File: src/rtl/pwt_pkg.sv
/*
 * Constants, register map and carrier types of the PWM time base.
 * Assumes one 40 MHz clock and an AXI4-Lite master on the register side.
 */
//------------------------------------------------------------------
// Summary of operation
//------------------------------------------------------------------
// Summary of operation
// (RL1) 12-bit up/down counter behind a prescaler
// (RL2) Four channels, independent or complementary dead-timed
// (RL3) Edge, center and single shot counting
// (RL4) Counter event and brake interrupt requests
// (RL5) Per-output invert bit flips pin level
// (RL6) Load bit transfers holding values, self-clears
// (RL7) Run bit starts or idles the modulator
// (RL8) Brake forces outputs to brake state levels
// (RL9) Brake enable alone gives software brake
// (RL10) Brake-on-halt brakes while run is low
// (RL11) Pin brakes when level equals polarity bit
// (RL12) Pin brake clears run, sets brake flag
// (RL13) Halt plus pin enable: flag only
// (RL14) Brake release restores pre-brake output levels
// (RL15) Output high when compare exceeds counter
// (RL16) Compare zero always low, all ones high
// (RL17) Period writes go to a holding register
// (RL18) Software resume sequence after pin brake
// (RL19) Values are 12 bits: nibble plus byte
// (RL20) Brake flag sticky until software clears it
package pwt_pkg;

  localparam int CW = 12;
  localparam logic [CW-1:0] CNT_MAX = 12'hfff;

  // Register byte offsets
  localparam logic [7:0] OFS_RUN_LOAD = 8'h00;
  localparam logic [7:0] OFS_BRK_CTL  = 8'h04;
  localparam logic [7:0] OFS_BRK_ST   = 8'h08;
  localparam logic [7:0] OFS_MODE_FLG = 8'h0c;
  localparam logic [7:0] OFS_INVERT   = 8'h10;
  localparam logic [7:0] OFS_IRQ_EN   = 8'h14;
  localparam logic [7:0] OFS_DEAD     = 8'h18;
  localparam logic [7:0] OFS_PERIOD   = 8'h1c;
  localparam logic [7:0] OFS_CMP0     = 8'h20;
  localparam logic [7:0] OFS_STATUS   = 8'h30;

  // Field positions
  localparam int B_RUN    = 7;
  localparam int B_LOAD   = 6;
  localparam int B_PSEL   = 4;
  localparam int B_MODE   = 0;
  localparam int B_HALT   = 7;
  localparam int B_POL    = 6;
  localparam int B_PINEN  = 5;
  localparam int B_BRKEN  = 4;
  localparam int B_BKFLAG = 0;
  localparam int B_CNTFLG = 1;
  localparam int B_COMPEN = 4;

  // Reset values
  localparam logic [7:0]    RST_BYTE = 8'h00;
  localparam logic [CW-1:0] RST_VAL  = 12'h000;
  localparam logic [5:0]    RST_DEAD = 6'h00;

  // Prescaler last counts for divide by 1, 2, 4, 16
  localparam logic [3:0] PRE_D1  = 4'h0;
  localparam logic [3:0] PRE_D2  = 4'h1;
  localparam logic [3:0] PRE_D4  = 4'h3;
  localparam logic [3:0] PRE_D16 = 4'hf;

  localparam logic [1:0] RESP_OK  = 2'h0;
  localparam logic [1:0] RESP_ERR = 2'h2;

  typedef enum logic [1:0] {
    MODE_EDGE,
    MODE_CENTER,
    MODE_SINGLE,
    MODE_RSVD
  } pwt_mode_t;

  typedef struct packed {
    logic [7:0]  awaddr;
    logic        awvalid;
    logic [31:0] wdata;
    logic [3:0]  wstrb;
    logic        wvalid;
    logic        bready;
    logic [7:0]  araddr;
    logic        arvalid;
    logic        rready;
  } pwt_axi_req_t;

  typedef struct packed {
    logic        awready;
    logic        wready;
    logic        bvalid;
    logic [1:0]  bresp;
    logic        arready;
    logic        rvalid;
    logic [31:0] rdata;
    logic [1:0]  rresp;
  } pwt_axi_rsp_t;

endpackage : pwt_pkg

File: src/rtl/pwt_chan.sv
/*
 * One duty channel: compare against the time base and produce the
 * even/odd output pair, with dead time in complementary mode.
 * Assumes duty and counter values come from the same clock domain.
 */
module pwt_chan
  import pwt_pkg::*;
(
  input  wire logic          clk_i,
  input  wire logic          rst_n_i,
  input  wire logic [CW-1:0] cnt_i,
  input  wire logic [CW-1:0] duty_i,
  input  wire logic          comp_en_i,
  input  wire logic [5:0]    dead_i,
  output logic               even_o,
  output logic               odd_o,
  output logic               match_o
);
  typedef struct packed {
    logic       raw;
    logic [5:0] dt;
    logic       even;
    logic       odd;
  } pwt_chan_st_t;

  pwt_chan_st_t st_ff;
  pwt_chan_st_t nxt_st;
  logic         raw;

  always_comb begin
    nxt_st = st_ff;
    // (RL16) Fixed low and high codes
    if (duty_i == RST_VAL) begin
      raw = 1'b0;
    end else if (duty_i == CNT_MAX) begin
      raw = 1'b1;
    end else begin
      // (RL15) Compare above counter
      raw = duty_i > cnt_i;
    end
    nxt_st.raw = raw;
    // (RL2) Dead time on each edge
    if (raw != st_ff.raw) begin
      nxt_st.dt = dead_i;
    end else if (st_ff.dt != 6'h00) begin
      nxt_st.dt = st_ff.dt - 6'h01;
    end
    if (comp_en_i) begin
      nxt_st.even = st_ff.raw & (st_ff.dt == 6'h00);
      nxt_st.odd  = ~st_ff.raw & (st_ff.dt == 6'h00);
    end else begin
      nxt_st.even = st_ff.raw;
      nxt_st.odd  = 1'b0;
    end
  end

  always_ff @(posedge clk_i or negedge rst_n_i) begin
    if (!rst_n_i) begin
      st_ff <= '0;
    end else begin
      st_ff <= nxt_st;
    end
  end

  assign even_o  = st_ff.even;
  assign odd_o   = st_ff.odd;
  assign match_o = cnt_i == duty_i;
endmodule : pwt_chan

File: src/rtl/pwt_sync.sv
/*
 * Two-stage synchroniser for asynchronous pin levels.
 * Assumes the input may change at any time relative to clk_i.
 */
module pwt_sync #(
  parameter int W = 1
) (
  input  wire logic         clk_i,
  input  wire logic         rst_n_i,
  input  wire logic [W-1:0] d_i,
  output logic      [W-1:0] q_o
);
  typedef struct packed {
    logic [W-1:0] s1;
    logic [W-1:0] s2;
  } pwt_sync_st_t;

  pwt_sync_st_t st_ff;
  pwt_sync_st_t nxt_st;

  always_comb begin
    nxt_st    = st_ff;
    nxt_st.s1 = d_i;
    nxt_st.s2 = st_ff.s1;
  end

  always_ff @(posedge clk_i or negedge rst_n_i) begin
    if (!rst_n_i) begin
      st_ff <= '0;
    end else begin
      st_ff <= nxt_st;
    end
  end

  assign q_o = st_ff.s2;
endmodule : pwt_sync

File: src/rtl/pwt_top.sv
/*
 * PWM time base with brake control behind an AXI4-Lite slave.
 * Assumes an asynchronous brake pin and one 40 MHz clock.
 */
module pwt_top
  import pwt_pkg::*;
(
  input  wire logic         CLOCK_I,
  input  wire logic         RST_N_I,
  input  wire pwt_axi_req_t S_AXI_REQ_I,
  output pwt_axi_rsp_t      S_AXI_RSP_O,
  input  wire logic         BRAKE_PIN_I,
  output logic [7:0]        PWM_O,
  output logic              IRQ_CNT_O,
  output logic              IRQ_BRK_O
);
  //------------------------------------------------------------------
  // State
  //------------------------------------------------------------------
  typedef struct packed {
    logic                aw_have;
    logic [7:0]          awaddr;
    logic                w_have;
    logic [31:0]         wdata;
    logic [3:0]          wstrb;
    pwt_axi_rsp_t        rsp;
    logic                run;
    logic                load;
    logic [1:0]          psel;
    pwt_mode_t           mode;
    logic                halt;
    logic                pol;
    logic                pinen;
    logic                brken;
    logic [7:0]          bstate;
    logic                flag_brk;
    logic                flag_cnt;
    logic [3:0]          comp_en;
    logic [7:0]          inv;
    logic [1:0]          ie;
    logic [5:0]          dead;
    logic [CW-1:0]       per_h;
    logic [3:0][CW-1:0]  cmp_h;
    logic [CW-1:0]       per_a;
    logic [3:0][CW-1:0]  cmp_a;
    logic [CW-1:0]       cnt;
    logic                dn;
    logic [3:0]          pre;
    logic [7:0]          pwm;
    logic                irq_c;
    logic                irq_b;
  } pwt_st_t;

  pwt_st_t    st_ff;
  pwt_st_t    nxt_st;
  logic       pin_s;
  logic [3:0] ch_even;
  logic [3:0] ch_odd;
  logic [3:0] ch_match;
  logic [7:0] norm;
  logic       pin_act;
  logic       sw_brk;
  logic       halt_brk;
  logic       pin_brk;
  logic       brake;

  //------------------------------------------------------------------
  // Pin synchroniser and channels
  //------------------------------------------------------------------
  pwt_sync #(.W(1)) u_sync (
    .clk_i   (CLOCK_I),
    .rst_n_i (RST_N_I),
    .d_i     (BRAKE_PIN_I),
    .q_o     (pin_s)
  );

  // (RL2) Four duty generators
  for (genvar g = 0; g < 4; g++) begin : g_ch
    pwt_chan u_ch (
      .clk_i     (CLOCK_I),
      .rst_n_i   (RST_N_I),
      .cnt_i     (st_ff.cnt),
      .duty_i    (st_ff.cmp_a[g]),
      .comp_en_i (st_ff.comp_en[g]),
      .dead_i    (st_ff.dead),
      .even_o    (ch_even[g]),
      .odd_o     (ch_odd[g]),
      .match_o   (ch_match[g])
    );
    // (RL5) Invert per output
    assign norm[2*g]   = ch_even[g] ^ st_ff.inv[2*g];
    assign norm[2*g+1] = ch_odd[g] ^ st_ff.inv[2*g+1];
  end

  //------------------------------------------------------------------
  // Brake sources
  //------------------------------------------------------------------
  // (RL11) Pin matches polarity
  assign pin_act  = pin_s == st_ff.pol;
  // (RL9) Software brake
  assign sw_brk   = st_ff.brken & ~st_ff.halt & ~st_ff.pinen;
  // (RL10) Brake on halt
  assign halt_brk = st_ff.brken & st_ff.halt & ~st_ff.run;
  // (RL13) Pin brakes only without halt bit
  assign pin_brk  = st_ff.brken & st_ff.pinen & ~st_ff.halt & pin_act;
  assign brake    = sw_brk | halt_brk | pin_brk;

  //------------------------------------------------------------------
  // Next state
  //------------------------------------------------------------------
  always_comb begin
    logic [3:0]    last;
    logic          tick;
    logic          bound;
    logic          unf;
    logic          wr;
    logic [5:0]    widx;
    logic [5:0]    ridx;
    logic [31:0]   rd;
    logic          rok;
    last  = PRE_D1;
    tick  = 1'b0;
    bound = 1'b0;
    unf   = 1'b0;
    wr    = 1'b0;
    widx  = st_ff.awaddr[7:2];
    ridx  = S_AXI_REQ_I.araddr[7:2];
    rd    = 32'h0000_0000;
    rok   = 1'b1;
    nxt_st = st_ff;

    // Bus handshake: address and data accepted in either order
    if (S_AXI_REQ_I.awvalid && st_ff.rsp.awready) begin
      nxt_st.aw_have = 1'b1;
      nxt_st.awaddr  = S_AXI_REQ_I.awaddr;
    end
    if (S_AXI_REQ_I.wvalid && st_ff.rsp.wready) begin
      nxt_st.w_have = 1'b1;
      nxt_st.wdata  = S_AXI_REQ_I.wdata;
      nxt_st.wstrb  = S_AXI_REQ_I.wstrb;
    end
    if (st_ff.rsp.bvalid && S_AXI_REQ_I.bready) begin
      nxt_st.rsp.bvalid = 1'b0;
    end
    if (st_ff.aw_have && st_ff.w_have && !st_ff.rsp.bvalid) begin
      wr                = 1'b1;
      nxt_st.aw_have    = 1'b0;
      nxt_st.w_have     = 1'b0;
      nxt_st.rsp.bvalid = 1'b1;
      nxt_st.rsp.bresp  = RESP_OK;
    end
    nxt_st.rsp.awready = ~nxt_st.aw_have;
    nxt_st.rsp.wready  = ~nxt_st.w_have;

    // Register writes
    if (wr) begin
      if (widx == OFS_RUN_LOAD[7:2] && st_ff.wstrb[0]) begin
        // (RL7) Run bit
        nxt_st.run  = st_ff.wdata[B_RUN];
        nxt_st.load = st_ff.wdata[B_LOAD];
        nxt_st.psel = st_ff.wdata[B_PSEL +: 2];
        nxt_st.mode = pwt_mode_t'(st_ff.wdata[B_MODE +: 2]);
      end else if (widx == OFS_BRK_CTL[7:2] && st_ff.wstrb[0]) begin
        nxt_st.halt  = st_ff.wdata[B_HALT];
        nxt_st.pol   = st_ff.wdata[B_POL];
        nxt_st.pinen = st_ff.wdata[B_PINEN];
        nxt_st.brken = st_ff.wdata[B_BRKEN];
      end else if (widx == OFS_BRK_ST[7:2] && st_ff.wstrb[0]) begin
        nxt_st.bstate = st_ff.wdata[7:0];
      end else if (widx == OFS_MODE_FLG[7:2] && st_ff.wstrb[0]) begin
        // (RL20) Flags clear only by a one written
        if (st_ff.wdata[B_BKFLAG]) begin
          nxt_st.flag_brk = 1'b0;
        end
        if (st_ff.wdata[B_CNTFLG]) begin
          nxt_st.flag_cnt = 1'b0;
        end
        nxt_st.comp_en = st_ff.wdata[B_COMPEN +: 4];
      end else if (widx == OFS_INVERT[7:2] && st_ff.wstrb[0]) begin
        nxt_st.inv = st_ff.wdata[7:0];
      end else if (widx == OFS_IRQ_EN[7:2] && st_ff.wstrb[0]) begin
        nxt_st.ie = st_ff.wdata[1:0];
      end else if (widx == OFS_DEAD[7:2] && st_ff.wstrb[0]) begin
        nxt_st.dead = st_ff.wdata[5:0];
      end else if (widx == OFS_PERIOD[7:2]) begin
        // (RL17) Period lands in holding register
        // (RL19) Low byte plus low nibble of next byte
        if (st_ff.wstrb[0]) begin
          nxt_st.per_h[7:0] = st_ff.wdata[7:0];
        end
        if (st_ff.wstrb[1]) begin
          nxt_st.per_h[11:8] = st_ff.wdata[11:8];
        end
      end else if (widx[5:2] == OFS_CMP0[7:4]) begin
        if (st_ff.wstrb[0]) begin
          nxt_st.cmp_h[widx[1:0]][7:0] = st_ff.wdata[7:0];
        end
        if (st_ff.wstrb[1]) begin
          nxt_st.cmp_h[widx[1:0]][11:8] = st_ff.wdata[11:8];
        end
      end else begin
        nxt_st.rsp.bresp = RESP_ERR;
      end
    end

    // Read channel: one read in flight, answered the next cycle
    if (st_ff.rsp.rvalid && S_AXI_REQ_I.rready) begin
      nxt_st.rsp.rvalid = 1'b0;
    end
    if (S_AXI_REQ_I.arvalid && st_ff.rsp.arready) begin
      case (ridx)
        OFS_RUN_LOAD[7:2]: rd[7:0] = {st_ff.run, st_ff.load, st_ff.psel,
                                      2'b00, st_ff.mode};
        OFS_BRK_CTL[7:2]:  rd[7:0] = {st_ff.halt, st_ff.pol, st_ff.pinen,
                                      st_ff.brken, 4'h0};
        OFS_BRK_ST[7:2]:   rd[7:0] = st_ff.bstate;
        OFS_MODE_FLG[7:2]: rd[7:0] = {st_ff.comp_en, 2'b00,
                                      st_ff.flag_cnt, st_ff.flag_brk};
        OFS_INVERT[7:2]:   rd[7:0] = st_ff.inv;
        OFS_IRQ_EN[7:2]:   rd[1:0] = st_ff.ie;
        OFS_DEAD[7:2]:     rd[5:0] = st_ff.dead;
        OFS_PERIOD[7:2]:   rd[11:0] = st_ff.per_h;
        OFS_STATUS[7:2]:   rd[13:0] = {brake, st_ff.dn, st_ff.cnt};
        default: begin
          if (ridx[5:2] == OFS_CMP0[7:4]) begin
            rd[11:0] = st_ff.cmp_h[ridx[1:0]];
          end else begin
            rok = 1'b0;
          end
        end
      endcase
      nxt_st.rsp.rvalid = 1'b1;
      nxt_st.rsp.rdata  = rd;
      nxt_st.rsp.rresp  = rok ? RESP_OK : RESP_ERR;
    end
    nxt_st.rsp.arready = ~nxt_st.rsp.rvalid;

    // (RL1) Prescaler: divide by 1, 2, 4 or 16
    case (st_ff.psel)
      2'd0:    last = PRE_D1;
      2'd1:    last = PRE_D2;
      2'd2:    last = PRE_D4;
      default: last = PRE_D16;
    endcase
    // (RL14) Time base frozen while braked keeps pre-brake levels
    tick = st_ff.run && !brake && (st_ff.pre == last);
    nxt_st.pre = (tick || !st_ff.run || brake) ? 4'h0 : st_ff.pre + 4'h1;

    // (RL3) Counting modes
    if (tick) begin
      case (st_ff.mode)
        MODE_CENTER: begin
          if (!st_ff.dn) begin
            if (st_ff.cnt >= st_ff.per_a) begin
              nxt_st.dn  = 1'b1;
              nxt_st.cnt = st_ff.cnt - 12'h001;
            end else begin
              nxt_st.cnt = st_ff.cnt + 12'h001;
            end
          end else if (st_ff.cnt == RST_VAL) begin
            nxt_st.dn  = 1'b0;
            nxt_st.cnt = 12'h001;
            bound      = 1'b1;
            unf        = 1'b1;
          end else begin
            nxt_st.cnt = st_ff.cnt - 12'h001;
          end
        end
        MODE_SINGLE: begin
          if (st_ff.cnt >= st_ff.per_a) begin
            nxt_st.cnt = RST_VAL;
            nxt_st.run = 1'b0;
            bound      = 1'b1;
          end else begin
            nxt_st.cnt = st_ff.cnt + 12'h001;
          end
        end
        default: begin
          if (st_ff.cnt >= st_ff.per_a) begin
            nxt_st.cnt = RST_VAL;
            bound      = 1'b1;
            unf        = 1'b1;
          end else begin
            nxt_st.cnt = st_ff.cnt + 12'h001;
          end
        end
      endcase
    end

    // (RL6) Transfer at period boundary or while idle
    if (st_ff.load && (!st_ff.run || bound)) begin
      nxt_st.per_a = st_ff.per_h;
      nxt_st.cmp_a = st_ff.cmp_h;
      nxt_st.load  = 1'b0;
    end

    // (RL4) Counter event: a set wins over a clear
    if (tick && (unf || (|ch_match))) begin
      nxt_st.flag_cnt = 1'b1;
    end
    // (RL12) Pin brake sets flag, beats a clear
    if (st_ff.brken && st_ff.pinen && pin_act) begin
      nxt_st.flag_brk = 1'b1;
    end
    // (RL12) Pin brake clears run, beats a write
    if (pin_brk) begin
      nxt_st.run = 1'b0;
    end

    // (RL8) Brake forces programmed levels
    nxt_st.pwm   = brake ? st_ff.bstate : norm;
    nxt_st.irq_c = st_ff.flag_cnt & st_ff.ie[0];
    // (RL20) Sticky flag drives brake request
    nxt_st.irq_b = st_ff.flag_brk & st_ff.ie[1];
  end

  always_ff @(posedge CLOCK_I or negedge RST_N_I) begin
    if (!RST_N_I) begin
      st_ff             <= '0;
      st_ff.rsp.awready <= 1'b1;
      st_ff.rsp.wready  <= 1'b1;
      st_ff.rsp.arready <= 1'b1;
    end else begin
      st_ff <= nxt_st;
    end
  end

  assign S_AXI_RSP_O = st_ff.rsp;
  assign PWM_O       = st_ff.pwm;
  assign IRQ_CNT_O   = st_ff.irq_c;
  assign IRQ_BRK_O   = st_ff.irq_b;

  //------------------------------------------------------------------
  // Assertions
  //------------------------------------------------------------------
  // Address and data both held: written unless a response is pending; a register write may drop run
  logic wr_seen;
  assign wr_seen = st_ff.aw_have && st_ff.w_have;
endmodule : pwt_top

File: config.mk
export PLATFORM = sky130hd
export DESIGN_NAME = pwt_top
export DESIGN_NICKNAME = d
export VERILOG_FILES = /design/src/rtl/pwt_pkg.sv /design/src/rtl/pwt_chan.sv /design/src/rtl/pwt_sync.sv /design/src/rtl/pwt_top.sv
export SDC_FILE = /design/constraint.sdc
export NUM_CORES = 1
export LEC_CHECK = 0
export BUFFER_PORTS_ARGS = -buffer_cell sky130_fd_sc_hd__buf_2
export CORE_UTILIZATION = 50
export DETAILED_ROUTE_END_ITERATION = 6
export HOLD_SLACK_MARGIN = 0.05
export MAX_ROUTING_LAYER = met4
export PLACE_DENSITY = 0.74
export SYNTH_ARGS = -nofsm -noshare
export SYNTH_HDL_FRONTEND = slang
export SYNTH_SLANG_ARGS = --single-unit
File: constraint.sdc
create_clock -name CLOCK_I -period 3.3 [get_ports CLOCK_I]
set_input_delay 0.66 -clock CLOCK_I [delete_from_list [all_inputs] [get_ports CLOCK_I]]
set_output_delay 0.66 -clock CLOCK_I [all_outputs]
set_load 0.01 [all_outputs]
==> metrics.md <==
| Metric | Value |
|---|---|
| Clk_lat worst skew | 0.55 ns |
| CTS clk-pin slew, worst paths | 0.06 ns |
| Post-cts resize count | 0 |
| CP dominant cell by count | nand4_1 |
| Yosys Warn Count | 0 |
| Vias in the first global route | 10241 |
| Fmax | roughly 0.33 GHz |
| Min Clock Period, post-route | approximately 3.0 ns |
| CTS sink cnt | 269 |
| RSZ-0062 raised after global routing | no |
| Complex-gate fraction of the synthesized area | 0.0921 |
| Sequential area share after synthesis | 0.469 |
| Vias per cell | a little under 6 |
| WL/cell | 20.8 um |
| Crit Path Max Fanout | 6 |
| Final setup fails | 0 |
| Max-cap violation count | 0 |
| Final Skew | 0.0157 ns |
| Layout cell share with drive strength beyond 1 | 0.236 |
| Die span in y | 171 um |
| Slew @ Worst Pin | 0.828 ns |
| Slew Limit Fails | 0 |
| Area after DPL | roughly 15000 um^2 |
| Slowest cell on the critical path | or4_1 |
| WS Path Type | reg2reg |
| Adder-cell share of the synthesized area | 0.0610 |
| Slew headroom | 0.446 |
| Die area | a little under 30000 um^2 |
| Crit path cell chain | inv_1 -> ha_1 -> nand4_1 -> or4_1 -> nand4_1 -> o311ai_1 -> a211oi_4 -> mux2_2 |
| CTS Buf Count | 30 |
| #FFs+latches synth | 269 |
| Synth Area in XOR/XNOR | 0.0140 |
| Nets@finish | about 1500 |
| Mux contribution to synthesized area | 0.182 |
| Rows | 61 |
| Starting DRT DRC Count | 857 |
| Peak supply drop | 0.574 mV |
| Routed wire length | 36200 um |
| Total Routing Usage GR | 0.262 |
| H-tree levels | 1 |
| Gate Count Post-Synth | between 1000 and 1500 |
| Total number of vias | 10342 |
| Required @ worst endpoint | 3.74 ns |
| Largest net degree at the start of global routing | 95 |
| Syn Std Cell Area | 14400 um^2 |
| R2R setup slack | around 0.27 ns |
| Pwr dens | between 900 and 1000 nW/um^2 |
| Gr ovfl total | 0 |
| Asr flop ratio synth | 1.00 |
| Cts hold-fix bufs | 0 |
| Root Driver | clkbuf_16 |
| I/O Buffers | 65 |
| Tcrit/Tclk final | 0.917 |
| Worst Path Arrival | around 3.5 ns |
| Synth Area per Inst | between 10 and 15 um^2 |
| Post-synth top flop | dfrtp_1 |
| Number of flops mapped to enable cells by yosys | 0 |
| CORE AREA | 28000 um^2 |
| Outcome | completed |
| Pre-antenna DRT Iters | 5 |
| Design area | about 16000 um^2 |
| Initial antenna violation count | 1 |
| Filler cell count | ~2300 |
| Post-synth top area cell | dfrtp_1 |
| CP Capture Type | flop |
| DRC viols | 0 |
| Global-route wire length before repair | 56800 um |
| CTS tree | built |
| IO Pins | 111 |
| Hold Crit Class | in2async |
| Routed Antenna Nets | 0 |
| Post-synth cell types | 74 |
| Synth top area share | 0.464 |
| Number of hold violations in the final report | 0 |
| Post-CTS Setup Bufs | 0 |
| Worst reg2reg path depth | 8 |
| Fin Setup TNS | 0 ns |
| Launching point of the worst reg2reg path | st_ff[26] |
| R2r endpoint | g_ch[3].u_ch.st_ff[2] |
| Initial core utilization | 0.512 |
| Synth-to-Final Area Change | 11.9% |
| Leak pwr | 7.57 nW |
| Final HPWL DP | 26400 um |
| Register area | 6740 um^2 |
| Setup crit start kind | flop |
| Synth Area in Simple Gates | 0.125 |
| Critical path's largest stage delay | 0.63 ns |
| Gpl congestion | 0.921 |
| Multi-input gate area | ~6900 um^2 |
| Area contributors post-synth | dfrtp_1 46%, mux2_2 10%, ha_1 6.1%, mux2_1 4.6%, buf_4 2.6% |
| Largest family of logic cells by synthesized area | multiplexers |
| Clock tree buffer depth | 3 |
| Die W | 171 um |
cell type report:
class / instances / share of cell area
inverters: 55 / 0.0129
clock inverters: 9 / 0.0110
diodes: 1 / 0.000156
flip-flops and latches: 269 / 0.419
repair buffers: 110 / 0.0450
clock buffers: 45 / 0.0528
well taps: 378 / 0.0294
multi-input cells: 870 / 0.429
metal layers:
| metal | up-vias | routed length, um | GRT usage |
|---|---|---|---|
| met5 | - | 0 | - |
| met4 | 0 | 1530 | 0.113 |
| met3 | 84 | 2220 | 0.0421 |
| met2 | 358 | 16600 | 0.406 |
| met1 | 5173 | 15800 | 0.342 |
| li1 | 4727 | - | - |
per-stage QoR:
step,setup WS [ns],instances,power (mW),utilization,hold slack (ns)
5_1_grt,0.138,1737,16.4,0.574,0.183
3_5_place_dp,0.295,1682,11.9,0.537,0.336
4_1_cts,0.275,1736,15.4,0.573,0.166
6_report,0.273,1737,15.5,0.574,0.134
3_3_place_gp,0.374,1682,11.6,0.537,0.343
2_1_floorplan,0.474,1291,9.88,-,0.331
worst max-delay path: cells and delay by family (launching register included):
kind	cells	cell delay (ns)
AOI/OAI and AO/OA	2	0.65
buffers and inverters	1	0.15
and+or+nand+nor	3	0.94
adders and majority gates	1	0.35
DFF	1	0.43
muxes	1	0.40
layout by cell type, fill, tap and decap left out, drive strengths merged, types with 9 or more instances in the layout:
cell type and instances:
or3 21, mux4 13, conb 19, nor3 36, xor2 9, nand2 79, and2 11, inv 56
dfrtp 266, buf 110, nor2 51, nor3b 11, a22oi 10, o21ai 58, mux2 192, ha 70
mux2i 16, nor2b 9, and3 11, xnor2 14, a21oi 61, nand3 35, nand4 27, clkbuf 45
nor4 19
logic make-up after synthesis:
logic type	after synthesis
buffers and inverters	152
flip-flops	269
multiplexers	221
AND/OR/NAND/NOR	335
other	1
XOR/XNOR	23
AO/OA/AOI/OAI	202
adder cells (fa/ha/maj)	70
how the worst max path moves through the flow:
stage,start,to
6_report,st_ff[26],g_ch[3].u_ch.st_ff[2]
5_1_grt,st_ff[26],g_ch[3].u_ch.st_ff[2]
4_1_cts,st_ff[26],g_ch[3].u_ch.st_ff[2]
3_5_place_dp,st_ff[26],g_ch[3].u_ch.st_ff[3]
3_3_place_gp,st_ff[26],g_ch[3].u_ch.st_ff[7]
2_1_floorplan,st_ff[23],g_ch[3].u_ch.st_ff[2]
cell usage after synthesis (13+ instances only):
cell / instances
nor2_1: 51
xnor2_1: 14
nand3_1: 35
ha_1: 70
nand4_1: 27
mux2_1: 59
clkbuf_1: 35
mux2i_1: 16
mux2_2: 133
mux4_2: 13
inv_1: 55
nor4_1: 14
nand2_1: 79
buf_4: 49
dfrtp_1: 266
o21ai_0: 57
a21oi_1: 60
or3_1: 21
nor3_1: 32
report_power, final:
group	leakage [nW]	internal (mW)	switching [mW]	total, mW
registers	3.60	4.39	1.31	5.69
clock network	0.499	2.16	1.32	3.48
logic	3.47	2.84	3.45	6.29
total	7.57	9.38	6.08	15.5
Note: power is estimated with default switching activity, not from simulation.
